$ cat src/design/fpec_params.svh
// Purpose: Constants for the flash program/erase control block.
// Assumes: Byte address of a register is four times its index.
// Notes:   Indices keep the printed register offsets.
`ifndef FPEC_PARAMS_SVH
`define FPEC_PARAMS_SVH

`define FPEC_IDX_MODE     32'hffffe800
`define FPEC_IDX_ERR      32'hffffe801
`define FPEC_IDX_EBLO     32'hffffe802
`define FPEC_IDX_EBHI     32'hffffe803
`define FPEC_IDX_OVL      32'hffffec26
`define FPEC_ADDR_MODE    (`FPEC_IDX_MODE << 2)
`define FPEC_ADDR_ERR     (`FPEC_IDX_ERR << 2)
`define FPEC_ADDR_EBLO    (`FPEC_IDX_EBLO << 2)
`define FPEC_ADDR_EBHI    (`FPEC_IDX_EBHI << 2)
`define FPEC_ADDR_OVL     (`FPEC_IDX_OVL << 2)

`define FPEC_BIT_HWP      7
`define FPEC_BIT_SWP      6
`define FPEC_BIT_ESU      5
`define FPEC_BIT_PSU      4
`define FPEC_BIT_EV       3
`define FPEC_BIT_PV       2
`define FPEC_BIT_EGO      1
`define FPEC_BIT_PGO      0
`define FPEC_BIT_ERR      7
`define FPEC_BIT_RAMS     3

`define FPEC_MODE_RST_HI  8'h80
`define FPEC_MODE_RST_LO  8'h00
`define FPEC_REG_RST      8'h00
`define FPEC_EBHI_RST     4'h0
`define FPEC_OVL_RST      4'h0

`define FPEC_STRB_BYTE    4'h1
`define FPEC_STRB_LONG    4'hf
`define FPEC_CYC_SHORT    3
`define FPEC_CYC_LONG     6
`define FPEC_SYNC_W       2

`endif

$ cat src/design/fpec_pkg.sv
// Purpose: Types for the flash program/erase control block.
// Assumes: Nothing beyond the parameter header.
// Notes:   States and selectors carry no fixed codes.
package fpec_pkg;

   typedef enum logic [1:0] {
      FPEC_ST_IDLE,
      FPEC_ST_WAIT,
      FPEC_ST_DONE
   } fpec_apb_state_e;

   typedef enum logic [2:0] {
      FPEC_REG_NONE,
      FPEC_REG_MODE,
      FPEC_REG_ERR,
      FPEC_REG_EBLO,
      FPEC_REG_EBHI,
      FPEC_REG_OVL
   } fpec_reg_e;

   typedef enum logic [2:0] {
      FPEC_OP_OFF,
      FPEC_OP_IDLE,
      FPEC_OP_PROGRAM,
      FPEC_OP_ERASE,
      FPEC_OP_PROGRAM_VERIFY,
      FPEC_OP_ERASE_VERIFY
   } fpec_op_e;

endpackage

$ cat src/design/fpec_sync_if.sv
// Purpose: Carries raw pin levels to the synchroniser and filtered levels back.
// Assumes: Bit 0 is the hardware permit pin, bit 1 the flash enable strap.
// Notes:   Width comes from the parameter header.
`timescale 1ns/10ps
`include "fpec_params.svh"

interface fpec_sync_if;
   logic [`FPEC_SYNC_W-1:0] raw;
   logic [`FPEC_SYNC_W-1:0] filt;
   modport sync (input raw, output filt);
   modport user (output raw, input filt);
endinterface // fpec_sync_if

$ cat src/design/fpec_pin_sync.sv
// Purpose: Three-stage synchroniser with agreement filter for board pins.
// Assumes: Pins are asynchronous to clk.
// Notes:   Chain is not reset so that pin levels are valid during reset.
`timescale 1ns/10ps
`include "fpec_params.svh"

module fpec_pin_sync (
   input wire logic clk,     // System clock.
   input wire logic ce,      // Clock enable.
   fpec_sync_if.sync sif     // Raw in, filtered out.
);

   logic [`FPEC_SYNC_W-1:0] stage1;
   logic [`FPEC_SYNC_W-1:0] stage2;
   logic [`FPEC_SYNC_W-1:0] stage3;

   always_ff @(posedge clk) begin
      if (ce) begin
         stage1 <= sif.raw;
         stage2 <= stage1;
         stage3 <= stage2;
      end
   end

   // A level is accepted only once the second and third stages agree.
   always_ff @(posedge clk) begin
      if (ce) begin
         sif.filt <= (stage2 & stage3) | (sif.filt & (stage2 ^ stage3));
      end
   end

endmodule // fpec_pin_sync

$ cat src/design/fpec_top.sv
// Purpose: Flash program/erase mode control registers behind an APB slave.
// Assumes: Pins are synchronised here; standby and fault inputs are on clk.
// Notes:   Hold nrst for at least four edges so pin levels are settled.
//
// How it works
// - Mode register bit 7 reads the filtered hardware permit pin.
// - Mode register resets to 80h with pin high, 00h with pin low.
// - Power-on reset and both standby entries return the mode register to reset.
// - With flash disabled, the four control registers read zero and ignore writes.
// - Software permit bit is writable only while the hardware permit is high.
// - Setup and verify bits are writable only with both permits high.
// - Erase-go sets only with both permits and erase-setup high; starts erase unless program-go is also set.
// - Program-go sets only with both permits and program-setup high; starts program.
// - Control registers take byte accesses in 3 cycles; overlay longword write takes 6.
// - Both block select registers are cleared unless both permits are high.
// - More than one block select bit set clears both select registers.
//
// Our own choice: the APB register port.
`timescale 1ns/10ps
`include "fpec_params.svh"

module fpec_top (
   input  wire logic               clk,                   // System clock, 10 MHz.
   input  wire logic               nrst,                  // Synchronous power-on reset.
   input  wire logic               ce,                    // Clock enable.
   input  wire logic               psel,                  // APB select.
   input  wire logic               penable,               // APB enable.
   input  wire logic               pwrite,                // APB direction.
   input  wire logic [31:0]        paddr,                 // APB byte address.
   input  wire logic [31:0]        pwdata,                // APB write data.
   input  wire logic [3:0]         pstrb,                 // APB byte strobes.
   output logic      [31:0]        prdata,                // APB read data.
   output logic                    pready,                // APB ready.
   output logic                    pslverr,               // APB error.
   input  wire logic               hw_program_permit_pin, // Board write-permit pin.
   input  wire logic               flash_on_pin,          // Flash enabled by mode straps.
   input  wire logic               hw_standby,            // Hardware standby level.
   input  wire logic               sw_standby,            // Software standby level.
   input  wire logic               flash_fault,           // Program or erase error event.
   output fpec_pkg::fpec_op_e      flash_op,              // Current flash operating mode.
   output logic      [11:0]        erase_blocks,          // Selected erase block.
   output logic      [3:0]         overlay_sel            // Overlay select and area.
);

   import fpec_pkg::*;

   ////////////////////////////////////////////////////////////////////////////
   // Pin synchronisation.

   fpec_sync_if sif ();

   logic hwp;
   logic fon;

   assign sif.raw = {flash_on_pin, hw_program_permit_pin};
   assign hwp     = sif.filt[0];
   assign fon     = sif.filt[1];

   fpec_pin_sync u_sync (
      .clk (clk),
      .ce  (ce),
      .sif (sif.sync)
   );

   ////////////////////////////////////////////////////////////////////////////
   // Address decode and access checks.

   function automatic fpec_reg_e decode(input logic [31:0] addr);
      case (addr)
         `FPEC_ADDR_MODE: decode = FPEC_REG_MODE;
         `FPEC_ADDR_ERR:  decode = FPEC_REG_ERR;
         `FPEC_ADDR_EBLO: decode = FPEC_REG_EBLO;
         `FPEC_ADDR_EBHI: decode = FPEC_REG_EBHI;
         `FPEC_ADDR_OVL:  decode = FPEC_REG_OVL;
         default:         decode = FPEC_REG_NONE;
      endcase
   endfunction

   function automatic logic access_ok(input fpec_reg_e r, input logic wr, input logic [3:0] strb);
      case (r)
         FPEC_REG_NONE: access_ok = 1'b0;
         FPEC_REG_OVL:  access_ok = !wr || (strb != 4'h0);
         default:       access_ok = !wr || (strb == `FPEC_STRB_BYTE);
      endcase
   endfunction

   function automatic logic many_set(input logic [11:0] v);
      many_set = (v & (v - 12'h001)) != 12'h000;
   endfunction

   fpec_apb_state_e st;
   logic [2:0]      cnt;
   fpec_reg_e       sel;
   logic            ok;
   logic            wr_done;
   logic [7:0]      wd;

   assign sel     = decode(paddr);
   assign ok      = access_ok(sel, pwrite, pstrb);
   assign wr_done = (st == FPEC_ST_DONE) && psel && penable && pwrite && !pslverr;
   assign wd      = pwdata[7:0];

   ////////////////////////////////////////////////////////////////////////////
   // Register state.

   logic       swp;
   logic       esu;
   logic       psu;
   logic       ev;
   logic       pv;
   logic       ego;
   logic       pgo;
   logic [7:0] eb_lo;
   logic [3:0] eb_hi;
   logic       err;
   logic [3:0] ovl;

   logic wr_mode;
   logic wr_eblo;
   logic wr_ebhi;
   logic wr_ovl;

   assign wr_mode = wr_done && fon && (sel == FPEC_REG_MODE);
   assign wr_eblo = wr_done && fon && (sel == FPEC_REG_EBLO);
   assign wr_ebhi = wr_done && fon && (sel == FPEC_REG_EBHI);
   assign wr_ovl  = wr_done && (sel == FPEC_REG_OVL) && pstrb[0];

   // Gates use the values held before the write, so a write that sets a bit
   // and the bit it enables only takes the first step.
   always_ff @(posedge clk) begin
      if (!nrst || hw_standby || sw_standby) begin
         swp <= 1'b0;
         esu <= 1'b0;
         psu <= 1'b0;
         ev  <= 1'b0;
         pv  <= 1'b0;
         ego <= 1'b0;
         pgo <= 1'b0;
      end else if (ce) begin
         if (!hwp) begin
            swp <= 1'b0;
            esu <= 1'b0;
            psu <= 1'b0;
            ev  <= 1'b0;
            pv  <= 1'b0;
            ego <= 1'b0;
            pgo <= 1'b0;
         end else begin
            if (wr_mode) begin
               swp <= wd[`FPEC_BIT_SWP];
               if (swp) begin
                  esu <= wd[`FPEC_BIT_ESU];
                  psu <= wd[`FPEC_BIT_PSU];
                  ev  <= wd[`FPEC_BIT_EV];
                  pv  <= wd[`FPEC_BIT_PV];
               end
               if (swp && esu) begin
                  ego <= wd[`FPEC_BIT_EGO];
               end
               if (swp && psu) begin
                  pgo <= wd[`FPEC_BIT_PGO];
               end
            end
            // Dropping an enabling bit also drops what it enabled.
            if (!swp) begin
               esu <= 1'b0;
               psu <= 1'b0;
               ev  <= 1'b0;
               pv  <= 1'b0;
               ego <= 1'b0;
               pgo <= 1'b0;
            end
            if (!esu) begin
               ego <= 1'b0;
            end
            if (!psu) begin
               pgo <= 1'b0;
            end
         end
      end
   end

   logic [11:0] next_eb;

   assign next_eb = {wr_ebhi ? wd[3:0] : eb_hi, wr_eblo ? wd : eb_lo};

   always_ff @(posedge clk) begin
      if (!nrst || hw_standby || sw_standby) begin
         eb_lo <= `FPEC_REG_RST;
         eb_hi <= `FPEC_EBHI_RST;
      end else if (ce) begin
         if (!hwp || !swp) begin
            eb_lo <= `FPEC_REG_RST;
            eb_hi <= `FPEC_EBHI_RST;
         end else if (wr_eblo || wr_ebhi) begin
            if (many_set(next_eb)) begin
               eb_lo <= `FPEC_REG_RST;
               eb_hi <= `FPEC_EBHI_RST;
            end else begin
               eb_lo <= next_eb[7:0];
               eb_hi <= next_eb[11:8];
            end
         end
      end
   end

   always_ff @(posedge clk) begin
      if (!nrst || hw_standby) begin
         err <= 1'b0;
      end else if (ce && flash_fault) begin
         err <= 1'b1;
      end
   end

   always_ff @(posedge clk) begin
      if (!nrst || hw_standby) begin
         ovl <= `FPEC_OVL_RST;
      end else if (ce && wr_ovl) begin
         ovl <= pwdata[3:0];
      end
   end

   ////////////////////////////////////////////////////////////////////////////
   // Read data.

   logic [31:0] next_rdata;

   always_comb begin
      next_rdata = 32'h0000_0000;
      case (sel)
         FPEC_REG_MODE: begin
            if (fon) begin
               next_rdata[7:0] = {hwp, swp, esu, psu, ev, pv, ego, pgo};
            end
         end
         FPEC_REG_ERR: begin
            if (fon) begin
               next_rdata[`FPEC_BIT_ERR] = err;
            end
         end
         FPEC_REG_EBLO: begin
            if (fon) begin
               next_rdata[7:0] = eb_lo;
            end
         end
         FPEC_REG_EBHI: begin
            if (fon) begin
               next_rdata[3:0] = eb_hi;
            end
         end
         FPEC_REG_OVL: begin
            next_rdata[3:0] = ovl;
         end
         default: begin
            next_rdata = 32'h0000_0000;
         end
      endcase
   end

   ////////////////////////////////////////////////////////////////////////////
   // APB slave: wait states give 3 cycles, or 6 for a longword overlay write.

   logic long_acc;

   assign long_acc = (sel == FPEC_REG_OVL) && pwrite && (pstrb == `FPEC_STRB_LONG);

   always_ff @(posedge clk) begin
      if (!nrst) begin
         st      <= FPEC_ST_IDLE;
         cnt     <= 3'h0;
         pready  <= 1'b0;
         pslverr <= 1'b0;
         prdata  <= 32'h0000_0000;
      end else if (ce) begin
         case (st)
            FPEC_ST_IDLE: begin
               if (psel && !penable) begin
                  cnt <= long_acc ? 3'(`FPEC_CYC_LONG - 2) : 3'(`FPEC_CYC_SHORT - 2);
                  st  <= FPEC_ST_WAIT;
               end
            end
            FPEC_ST_WAIT: begin
               if (cnt == 3'h1) begin
                  pready  <= 1'b1;
                  pslverr <= !ok;
                  prdata  <= ok ? next_rdata : 32'h0000_0000;
                  st      <= FPEC_ST_DONE;
               end
               cnt <= cnt - 3'h1;
            end
            FPEC_ST_DONE: begin
               if (psel && penable) begin
                  pready  <= 1'b0;
                  pslverr <= 1'b0;
                  prdata  <= 32'h0000_0000;
                  st      <= FPEC_ST_IDLE;
               end
            end
            default: begin
               st <= FPEC_ST_IDLE;
            end
         endcase
      end
   end

   ////////////////////////////////////////////////////////////////////////////
   // Outputs.

   fpec_op_e next_op;

   always_comb begin
      if (!fon) begin
         next_op = FPEC_OP_OFF;
      end else if (pgo) begin
         next_op = FPEC_OP_PROGRAM;
      end else if (ego) begin
         next_op = FPEC_OP_ERASE;
      end else if (pv) begin
         next_op = FPEC_OP_PROGRAM_VERIFY;
      end else if (ev) begin
         next_op = FPEC_OP_ERASE_VERIFY;
      end else begin
         next_op = FPEC_OP_IDLE;
      end
   end

   always_ff @(posedge clk) begin
      if (!nrst) begin
         flash_op     <= FPEC_OP_OFF;
         erase_blocks <= 12'h000;
         overlay_sel  <= `FPEC_OVL_RST;
      end else if (ce) begin
         flash_op     <= next_op;
         erase_blocks <= {eb_hi, eb_lo};
         overlay_sel  <= ovl;
      end
   end

endmodule // fpec_top

$ cat config.mk
export PLATFORM = sky130hd
export DESIGN_NAME = fpec_top
export DESIGN_NICKNAME = d
export VERILOG_FILES = /design/src/design/fpec_pkg.sv /design/src/design/fpec_sync_if.sv /design/src/design/fpec_pin_sync.sv /design/src/design/fpec_top.sv
export VERILOG_INCLUDE_DIRS = /design/src /design/src/design
export SDC_FILE = /design/constraint.sdc
export NUM_CORES = 1
export LEC_CHECK = 0
export ABC_AREA = 1
export BUFFER_PORTS_ARGS = -buffer_cell sky130_fd_sc_hd__buf_4
export CELL_PAD_IN_SITES_DETAIL_PLACEMENT = 0
export CELL_PAD_IN_SITES_GLOBAL_PLACEMENT = 1
export CORE_MARGIN = 2
export CORE_UTILIZATION = 35
export DETAILED_ROUTE_END_ITERATION = 7
export PLACE_DENSITY_LB_ADDON = 0.08
export SLEW_MARGIN = 20
export SYNTH_ARGS = -nofsm -noshare
export SYNTH_HDL_FRONTEND = slang
export SYNTH_HIERARCHICAL = 1
export SYNTH_SLANG_ARGS = --single-unit
$ cat constraint.sdc
create_clock -name clk -period 3.05 [get_ports clk]
set_clock_uncertainty 0.05 [all_clocks]
set_input_delay 0.305 -clock clk [delete_from_list [all_inputs] [get_ports clk]]
set_output_delay 0.305 -clock clk [all_outputs]
set_load 0.05 [all_outputs]
After elaboration in Yosys (flattened, before gate mapping)
Index checks and enable logic that the tools add are counted.
{ "op_classes": {"n_addsub": 2, "eq_ne": 24, "mux": 62, "n_bitwise": 5, "reduce_logical": 46} }
{ "ops": {"columns": ["cell", "n"], "rows": [
  ["equality test 32 bit (second input constant)", 5],
  ["2-to-1 mux 32 bit", 2],
  ["case mux 32 bit (2 select lines)", 1],
  ["2-to-1 mux 8 bit", 7],
  ["2-to-1 mux 1 bit", 28],
  ["2-to-1 mux 3 bit", 7],
  ["2-to-1 mux 4 bit", 5],
  ["logical AND 1 bit", 18],
  ["inequality test 4 bit (second input constant)", 4],
  ["case mux 4 bit (4 select lines)", 1],
  ["case mux 3 bit (5 select lines)", 1],
  ["bitwise AND 12 bit", 1],
  ["case mux 3 bit (2 select lines)", 2],
  ["nonzero test 12 bit", 1],
  ["subtractor 12 x 1 -> 12 bit (second input constant)", 1],
  ["AND reduction 3 bit", 3],
  ["AND reduction 4 bit", 2],
  ["logical NOT 1 bit", 7],
  ["equality test 3 x 1 -> 1 bit (second input constant)", 2],
  ["equality test 3 x 2 -> 1 bit (second input constant)", 2],
  ["equality test 3 bit (second input constant)", 2],
  ["logical OR 1 bit", 6],
  ["2-to-1 mux 2 bit", 3],
  ["inequality test 2 bit (second input constant)", 3],
  ["18 further kinds", 25]
]} }
{ "totals": {"regBits": 90, "inputBits": 79, "output_inout_bits": 53} }

Longest topological paths before layout
{ "logic_depth": {"depth_word": 14, "mapped_depth": 19} }

Cells and area by module
The synthesis kept the hierarchy.
{ "modules_own_cells": {"columns": ["module", "instances", "cells_each", "area_each_um2"], "rows": [
  ["fpec_top", 1, 553, 3676.0],
  ["fpec_pin_sync", 1, 16, 287.8]
]} }

Least setup slack after synthesis
No wires, ideal clock.
{ "synth_timing": {"path_type": "flip-flop to flip-flop", "startpoint": "register pslverr", "endpoint": "register eb_lo[3]", "setup_ns": 0.069, "arrival_ns": 2.134, "required_ns": 2.931, "setup_slack_ns": 0.796, "path_stages_with_launch": 17, "n_path_buf": 2, "period_less_slack_ns": 2.254, "path_cell_list": "dfxtp_1 -> nor2_1 -> nand2_1 -> nor2_1 -> buf_2 -> nand4_1 -> nand2_2 -> nor2_4 -> nand2_2 -> nor2_2 -> nand2_1 -> nand2_1 -> nand2_2 -> nor2_4 -> buf_12 -> nand3_2 -> a21oi_2"} }
{ "synth_between": {"elab_chain_cells": 11} }
{ "synth_lines": {"columns": ["item", "line", "text"], "rows": [
  ["start, declared", "fpec_top.sv:34", "output logic pslverr,"],
  ["start signal, assigned", "fpec_top.sv:285", "pslverr <= !ok;"],
  ["logical NOT 1 bit (*)", "fpec_top.sv:100", "assign wr_done = (st == FPEC_ST_DONE) && psel && penable && pwrite && !pslverr;"],
  ["logical AND 1 bit (*)", "fpec_top.sv:100", null],
  ["logical AND 1 bit (*)", "fpec_top.sv:124, fpec_top.sv:125", null],
  ["logical AND 1 bit, on equally long branches", "fpec_top.sv:124, fpec_top.sv:125", null],
  ["2-to-1 mux 8 bit or 2-to-1 mux 4 bit (tied branches)", "fpec_top.sv:185", "assign next_eb = {wr_ebhi ? wd[3:0] : eb_hi, wr_eblo ? wd : eb_lo};"],
  ["subtractor 12 x 1 -> 12 bit", "fpec_top.sv:88", "many_set = (v & (v - 12'h001)) != 12'h000;"],
  ["bitwise AND 12 bit", "fpec_top.sv:88", null],
  ["nonzero test 12 bit", "fpec_top.sv:88", null],
  ["2-to-1 mux 8 bit", "fpec_top.sv:196", "if (many_set(next_eb)) begin"],
  ["2-to-1 mux 8 bit", "fpec_top.sv:195", "end else if (wr_eblo || wr_ebhi) begin"],
  ["2-to-1 mux 8 bit", "fpec_top.sv:192", "if (!hwp || !swp) begin"],
  ["end signal, assigned", "fpec_top.sv:193", "eb_lo <= `FPEC_REG_RST;"],
  ["end signal, assigned", "fpec_top.sv:197", "eb_lo <= `FPEC_REG_RST;"],
  ["end signal, assigned", "fpec_top.sv:200", "eb_lo <= next_eb[7:0];"],
  ["end, declared", "fpec_top.sv:113", "logic [7:0] eb_lo;"]
]} }
Every way passes the cells marked *; elsewhere a longest branch is shown, timed or not. The select of a mux whose other input is x is not followed.
A chain may end at the register's enable or synchronous reset.

Worst setup path in the final report
{ "layout_timing": {"startpoint": "register st[0]", "endpoint": "register eb_hi[2]"} }
{ "layout_between": {"elab_chain_cells": 14} }
{ "layout_lines": {"columns": ["item", "line", "text"], "rows": [
  ["start, declared", "fpec_top.sv:91", "fpec_apb_state_e st;"],
  ["start signal, assigned", "fpec_top.sv:269", "st <= FPEC_ST_IDLE;"],
  ["start signal, assigned", "fpec_top.sv:279", "st <= FPEC_ST_WAIT;"],
  ["start signal, assigned", "fpec_top.sv:287", "st <= FPEC_ST_DONE;"],
  ["equality test 2 bit (*)", "fpec_top.sv:100", null],
  ["logical AND 1 bit (*) (4 in series)", "fpec_top.sv:100", null],
  ["logical AND 1 bit (*)", "fpec_top.sv:124, fpec_top.sv:125", null],
  ["logical AND 1 bit, on equally long branches", "fpec_top.sv:124, fpec_top.sv:125", null],
  ["2-to-1 mux 8 bit or 2-to-1 mux 4 bit (tied branches)", "fpec_top.sv:185", null],
  ["subtractor 12 x 1 -> 12 bit", "fpec_top.sv:88", null],
  ["bitwise AND 12 bit", "fpec_top.sv:88", null],
  ["nonzero test 12 bit", "fpec_top.sv:88", null],
  ["2-to-1 mux 4 bit", "fpec_top.sv:196", null],
  ["2-to-1 mux 4 bit", "fpec_top.sv:195", null],
  ["2-to-1 mux 4 bit", "fpec_top.sv:192", null],
  ["end signal, assigned", "fpec_top.sv:194", "eb_hi <= `FPEC_EBHI_RST;"],
  ["end signal, assigned", "fpec_top.sv:198", "eb_hi <= `FPEC_EBHI_RST;"],
  ["end signal, assigned", "fpec_top.sv:201", "eb_hi <= next_eb[11:8];"],
  ["end, declared", "fpec_top.sv:114", "logic [3:0] eb_hi;"]
]} }
Marks and branches as above.

==> results_dict.tcl <==
set metrics [dict create \
    dieHeight_um 110 \
    power_density_nw_per_um2 478 \
    num_antenna_cells 0 \
    cts_tree "yes" \
    synth_edf_count 8 \
    cts-root-buf "clkbuf_16" \
    cts_resized 0 \
    via_per_inst 4.84 \
    finalNetCount 741 \
    hold_violations 0 \
    crit_path_end_kind "flip-flop" \
    pwr-share-clk 0.446 \
    status "complete, no violations" \
    synth-seq-area-share 0.354 \
    worst_slack_ns 0.404 \
    combPwrFrac 0.160 \
    arrival_ns 2.86 \
    avgRoutedWirePerCell_um 13.6 \
    crit_path_max_fanout 12 \
    grt_pass1_vias 3645 \
    drv_slew 0 \
    whs_endpoint "u_sync/stage1[0]$_DFFE_PP_" \
    post_cts_buffers 0 \
    dpl-instance-area_um2 4650 \
    start_util 0.362 \
    rr_worst_depth 20 \
    postRouteAntennaNets 0 \
    cts.sinks 66 \
    cts_buffers 9 \
    min-delay-start "hw_program_permit_pin" \
    max_slew_margin 0.653 \
    syn_area_per_cell_um2 6.97 \
    route.detailed.drc 0 \
    finalSetupViolCount 0 \
    die_w_um 110 \
    cts_max_level 3 \
    fmax_mhz 378 \
    dieArea_um2 12200 \
    switchingPower_mw 0.701 \
    hold_path_class "in2reg" \
    max_cap_viol_count 0 \
    final_area_um2 4960 \
    synth_seq_cells 66 \
    synth_cell_types 41 \
    firstDrtPassIters 5 \
    period_needed_ns 2.65 \
    port_buffers 83 \
    finalWirelength_um 10900 \
    power.share.switching 0.296 \
    drtIter0Drc 208 \
    critPathRequiredTime_ns 3.26 \
    hpwl_um 8250 \
    postSynthCellCount 569 \
    clk_pin_slew_ns 0.06 \
    cts_buffer_depth 2 \
    ir_worst_vdd_uv 282 \
    power_mw 2.37 \
    r2r_slack_ns 0.40 \
    cts_hold_buffers 0 \
    finalHoldWorstSlack_ns 0.0917 \
    dp_worst_setup_slack_ns 0.425 \
    gr-total-overflow 0 \
    synth-async-reset-ratio 0 \
    core_um2 10900 \
    rows 38 \
    worst_slew_pin_slew_ns 0.521 \
    synth_ff_type "dfxtp_1" \
    intPower_mw 1.67 \
    grt_pass1_wl_um 17700 \
    reg2reg_to "eb_hi[2]$_SDFFE_PP0P_" \
    ios 132 \
    yosys_warnings 6 \
    min_path_cells 1 \
    track_usage 0.178 \
    place_congestion 0.849 \
    grt_max_degree 38 \
    rr_startpoint "st[0]$_SDFFE_PN0P_" \
    leakage_nw 2.13 \
    seqPwrFrac 0.393 \
    critPathKind "reg2reg" \
    startpoint_type "flip-flop" \
    clk_latency_ns 0.34 \
    area_growth_pct 25.1 \
    drive_above_1_share 0.236 \
    tns_ns 0 \
    synth_area_um2 3960 \
    fin_crit_sh 0.867 \
    fillers 1164 \
    rsz0062_at_grt "false" \
    num_vias 3874 \
    grt_antenna_before_repair 0 \
]
[state kept, by name, summed over array words and instances (netlist names)]
| name | flops |
|---|---|
| u_sync/stage3 | 2 |
| u_sync/stage2 | 2 |
| ovl | 4 |
| st | 2 |
| pgo | 1 |
| pv | 1 |
| esu | 1 |
| eb_hi | 4 |
| eb_lo | 8 |
| overlay_sel | 4 |
| ego | 1 |
| u_sync/stage1 | 2 |
| prdata | 8 |
| pslverr | 1 |
| erase_blocks | 12 |
| pready | 1 |
| cnt | 3 |
| flash_op | 3 |
| ev | 1 |
| err | 1 |
| u_sync/sif.filt | 2 |
| swp | 1 |
| psu | 1 |
[layer usage]
| layer | GRT usage | routed length, um | part of all wire |
|---|---|---|---|
| met1 | 0.224 | 5020 | 0.46 |
| met4 | 0.0467 | 115 | 0.011 |
| met3 | 0.0428 | 552 | 0.051 |
| met5 | 0 | 0 | 0 |
| met2 | 0.303 | 5230 | 0.48 |
[cell usage after synthesis (2+ instances only)]
| master | number | area (um^2) |
|---|---|---|
| nand2_1 | 132 | 495 |
| nor2_1 | 63 | 236 |
| dfxtp_1 | 58 | 1160 |
| inv_1 | 58 | 218 |
| a21oi_1 | 49 | 245 |
| o21ai_0 | 32 | 160 |
| buf_4 | 24 | 180 |
| nand3_1 | 22 | 110 |
| nand4_1 | 16 | 100 |
| clkbuf_1 | 12 | 45.0 |
| nand2_2 | 12 | 75.1 |
| nand3_2 | 10 | 100 |
| edfxtp_1 | 8 | 240 |
| o22ai_1 | 8 | 50.1 |
| ha_1 | 7 | 87.6 |
| a21oi_2 | 6 | 52.6 |
| nor2_2 | 6 | 37.5 |
| nor2_4 | 6 | 67.6 |
| nor3_1 | 5 | 25.0 |
| a211oi_1 | 4 | 30.0 |
| buf_2 | 4 | 20.0 |
| clkinv_1 | 3 | 11.3 |
| o21ai_1 | 3 | 15.0 |
| nand2_4 | 2 | 22.5 |
| nand3b_1 | 2 | 15.0 |
| o211ai_1 | 2 | 15.0 |
[cells in the final DEF (no fill, tap or decap), drive strengths merged]
| cell | n |
|---|---|
| inv | 61 |
| dfxtp | 58 |
| clkinv | 6 |
| nor4 | 1 |
| clkinvlp | 1 |
| o41ai | 1 |
| nor3 | 5 |
| o32ai | 1 |
| nand3b | 2 |
| conb | 24 |
| o21ai | 35 |
| bufinv | 1 |
| a211oi | 4 |
| o21bai | 1 |
| nor2 | 76 |
| buf | 94 |
| o2111ai | 1 |
| ha | 7 |
| o22ai | 8 |
| or2 | 1 |
| a221oi | 1 |
| nand2 | 146 |
| o211ai | 2 |
| nand4 | 16 |
| nand3 | 33 |
| a21o | 1 |
| clkbuf | 9 |
| a21oi | 55 |
| a41oi | 1 |
| edfxtp | 8 |
[worst max-delay path: stages, from the launching register on]
cell     delay, ns
dfxtp_1       0.31
inv_1         0.10
ha_1          0.20
nand2_1       0.07
inv_1         0.05
nand2_1       0.08
nor2_1        0.11
buf_4         0.21
nand3_1       0.24
nand2_1       0.11
o21ai_0       0.08
inv_1         0.14
nand2_1       0.07
nor2_1        0.10
nand2_1       0.06
nand2_1       0.07
nand2_2       0.07
nor2_4        0.08
buf_4         0.18
nand3_2       0.07
a21oi_1       0.12
[cells by family after synthesis]
family | after synthesis | synth area share
other | 1 | 0.000946
AND/OR/NAND/NOR | 280 | 0.337
adder cells (fa/ha/maj) | 7 | 0.0221
flip-flops | 66 | 0.354
AO/OA/AOI/OAI | 111 | 0.158
buffers and inverters | 104 | 0.128
[worst max path at each step]
stage / start / endpoint / slack, ns / cells past startpoint
floorplan: pslverr$_SDFFE_PN0P_ / eb_lo[3]$_SDFFE_PP0P_ / 0.80 / 16
global placement: st[0]$_SDFFE_PN0P_ / eb_lo[0]$_SDFFE_PP0P_ / 0.44 / 20
detailed placement: st[0]$_SDFFE_PN0P_ / eb_hi[2]$_SDFFE_PP0P_ / 0.43 / 20
CTS: st[0]$_SDFFE_PN0P_ / eb_hi[2]$_SDFFE_PP0P_ / 0.39 / 20
global route: st[0]$_SDFFE_PN0P_ / eb_lo[1]$_SDFFE_PP0P_ / 0.11 / 18
finish: st[0]$_SDFFE_PN0P_ / eb_hi[2]$_SDFFE_PP0P_ / 0.40 / 20
[final cells by class]
class	instances	area [um^2]	area share
clock buffer	9	225	0.0454
clock inverter	7	77.6	0.0156
inverter	62	233	0.0469
multi-input combinational	422	2140	0.432
sequential	66	1400	0.283
tap	140	175	0.0353
timing repair buffer	94	706	0.142
[power groups by stage]
| stage | registers [mW] | clock network [mW] | logic, mW |
|---|---|---|---|
| final | 0.932 | 1.06 | 0.380 |
| after global placement | 0.951 | 0 | 0.374 |
| after global routing | 0.936 | 1.11 | 0.415 |
| after floorplan | 1.00 | 0 | 0.223 |
| after CTS | 0.933 | 1.07 | 0.382 |
| after detailed placement | 0.951 | 0 | 0.379 |
[through the flow]
step                std cells   util
global route              800  0.453
finish                    800  0.453
floorplan                 592      -
CTS                       800  0.453
global placement          784  0.426
detailed placement        784  0.426
Note: power is estimated with default switching activity, not from simulation.
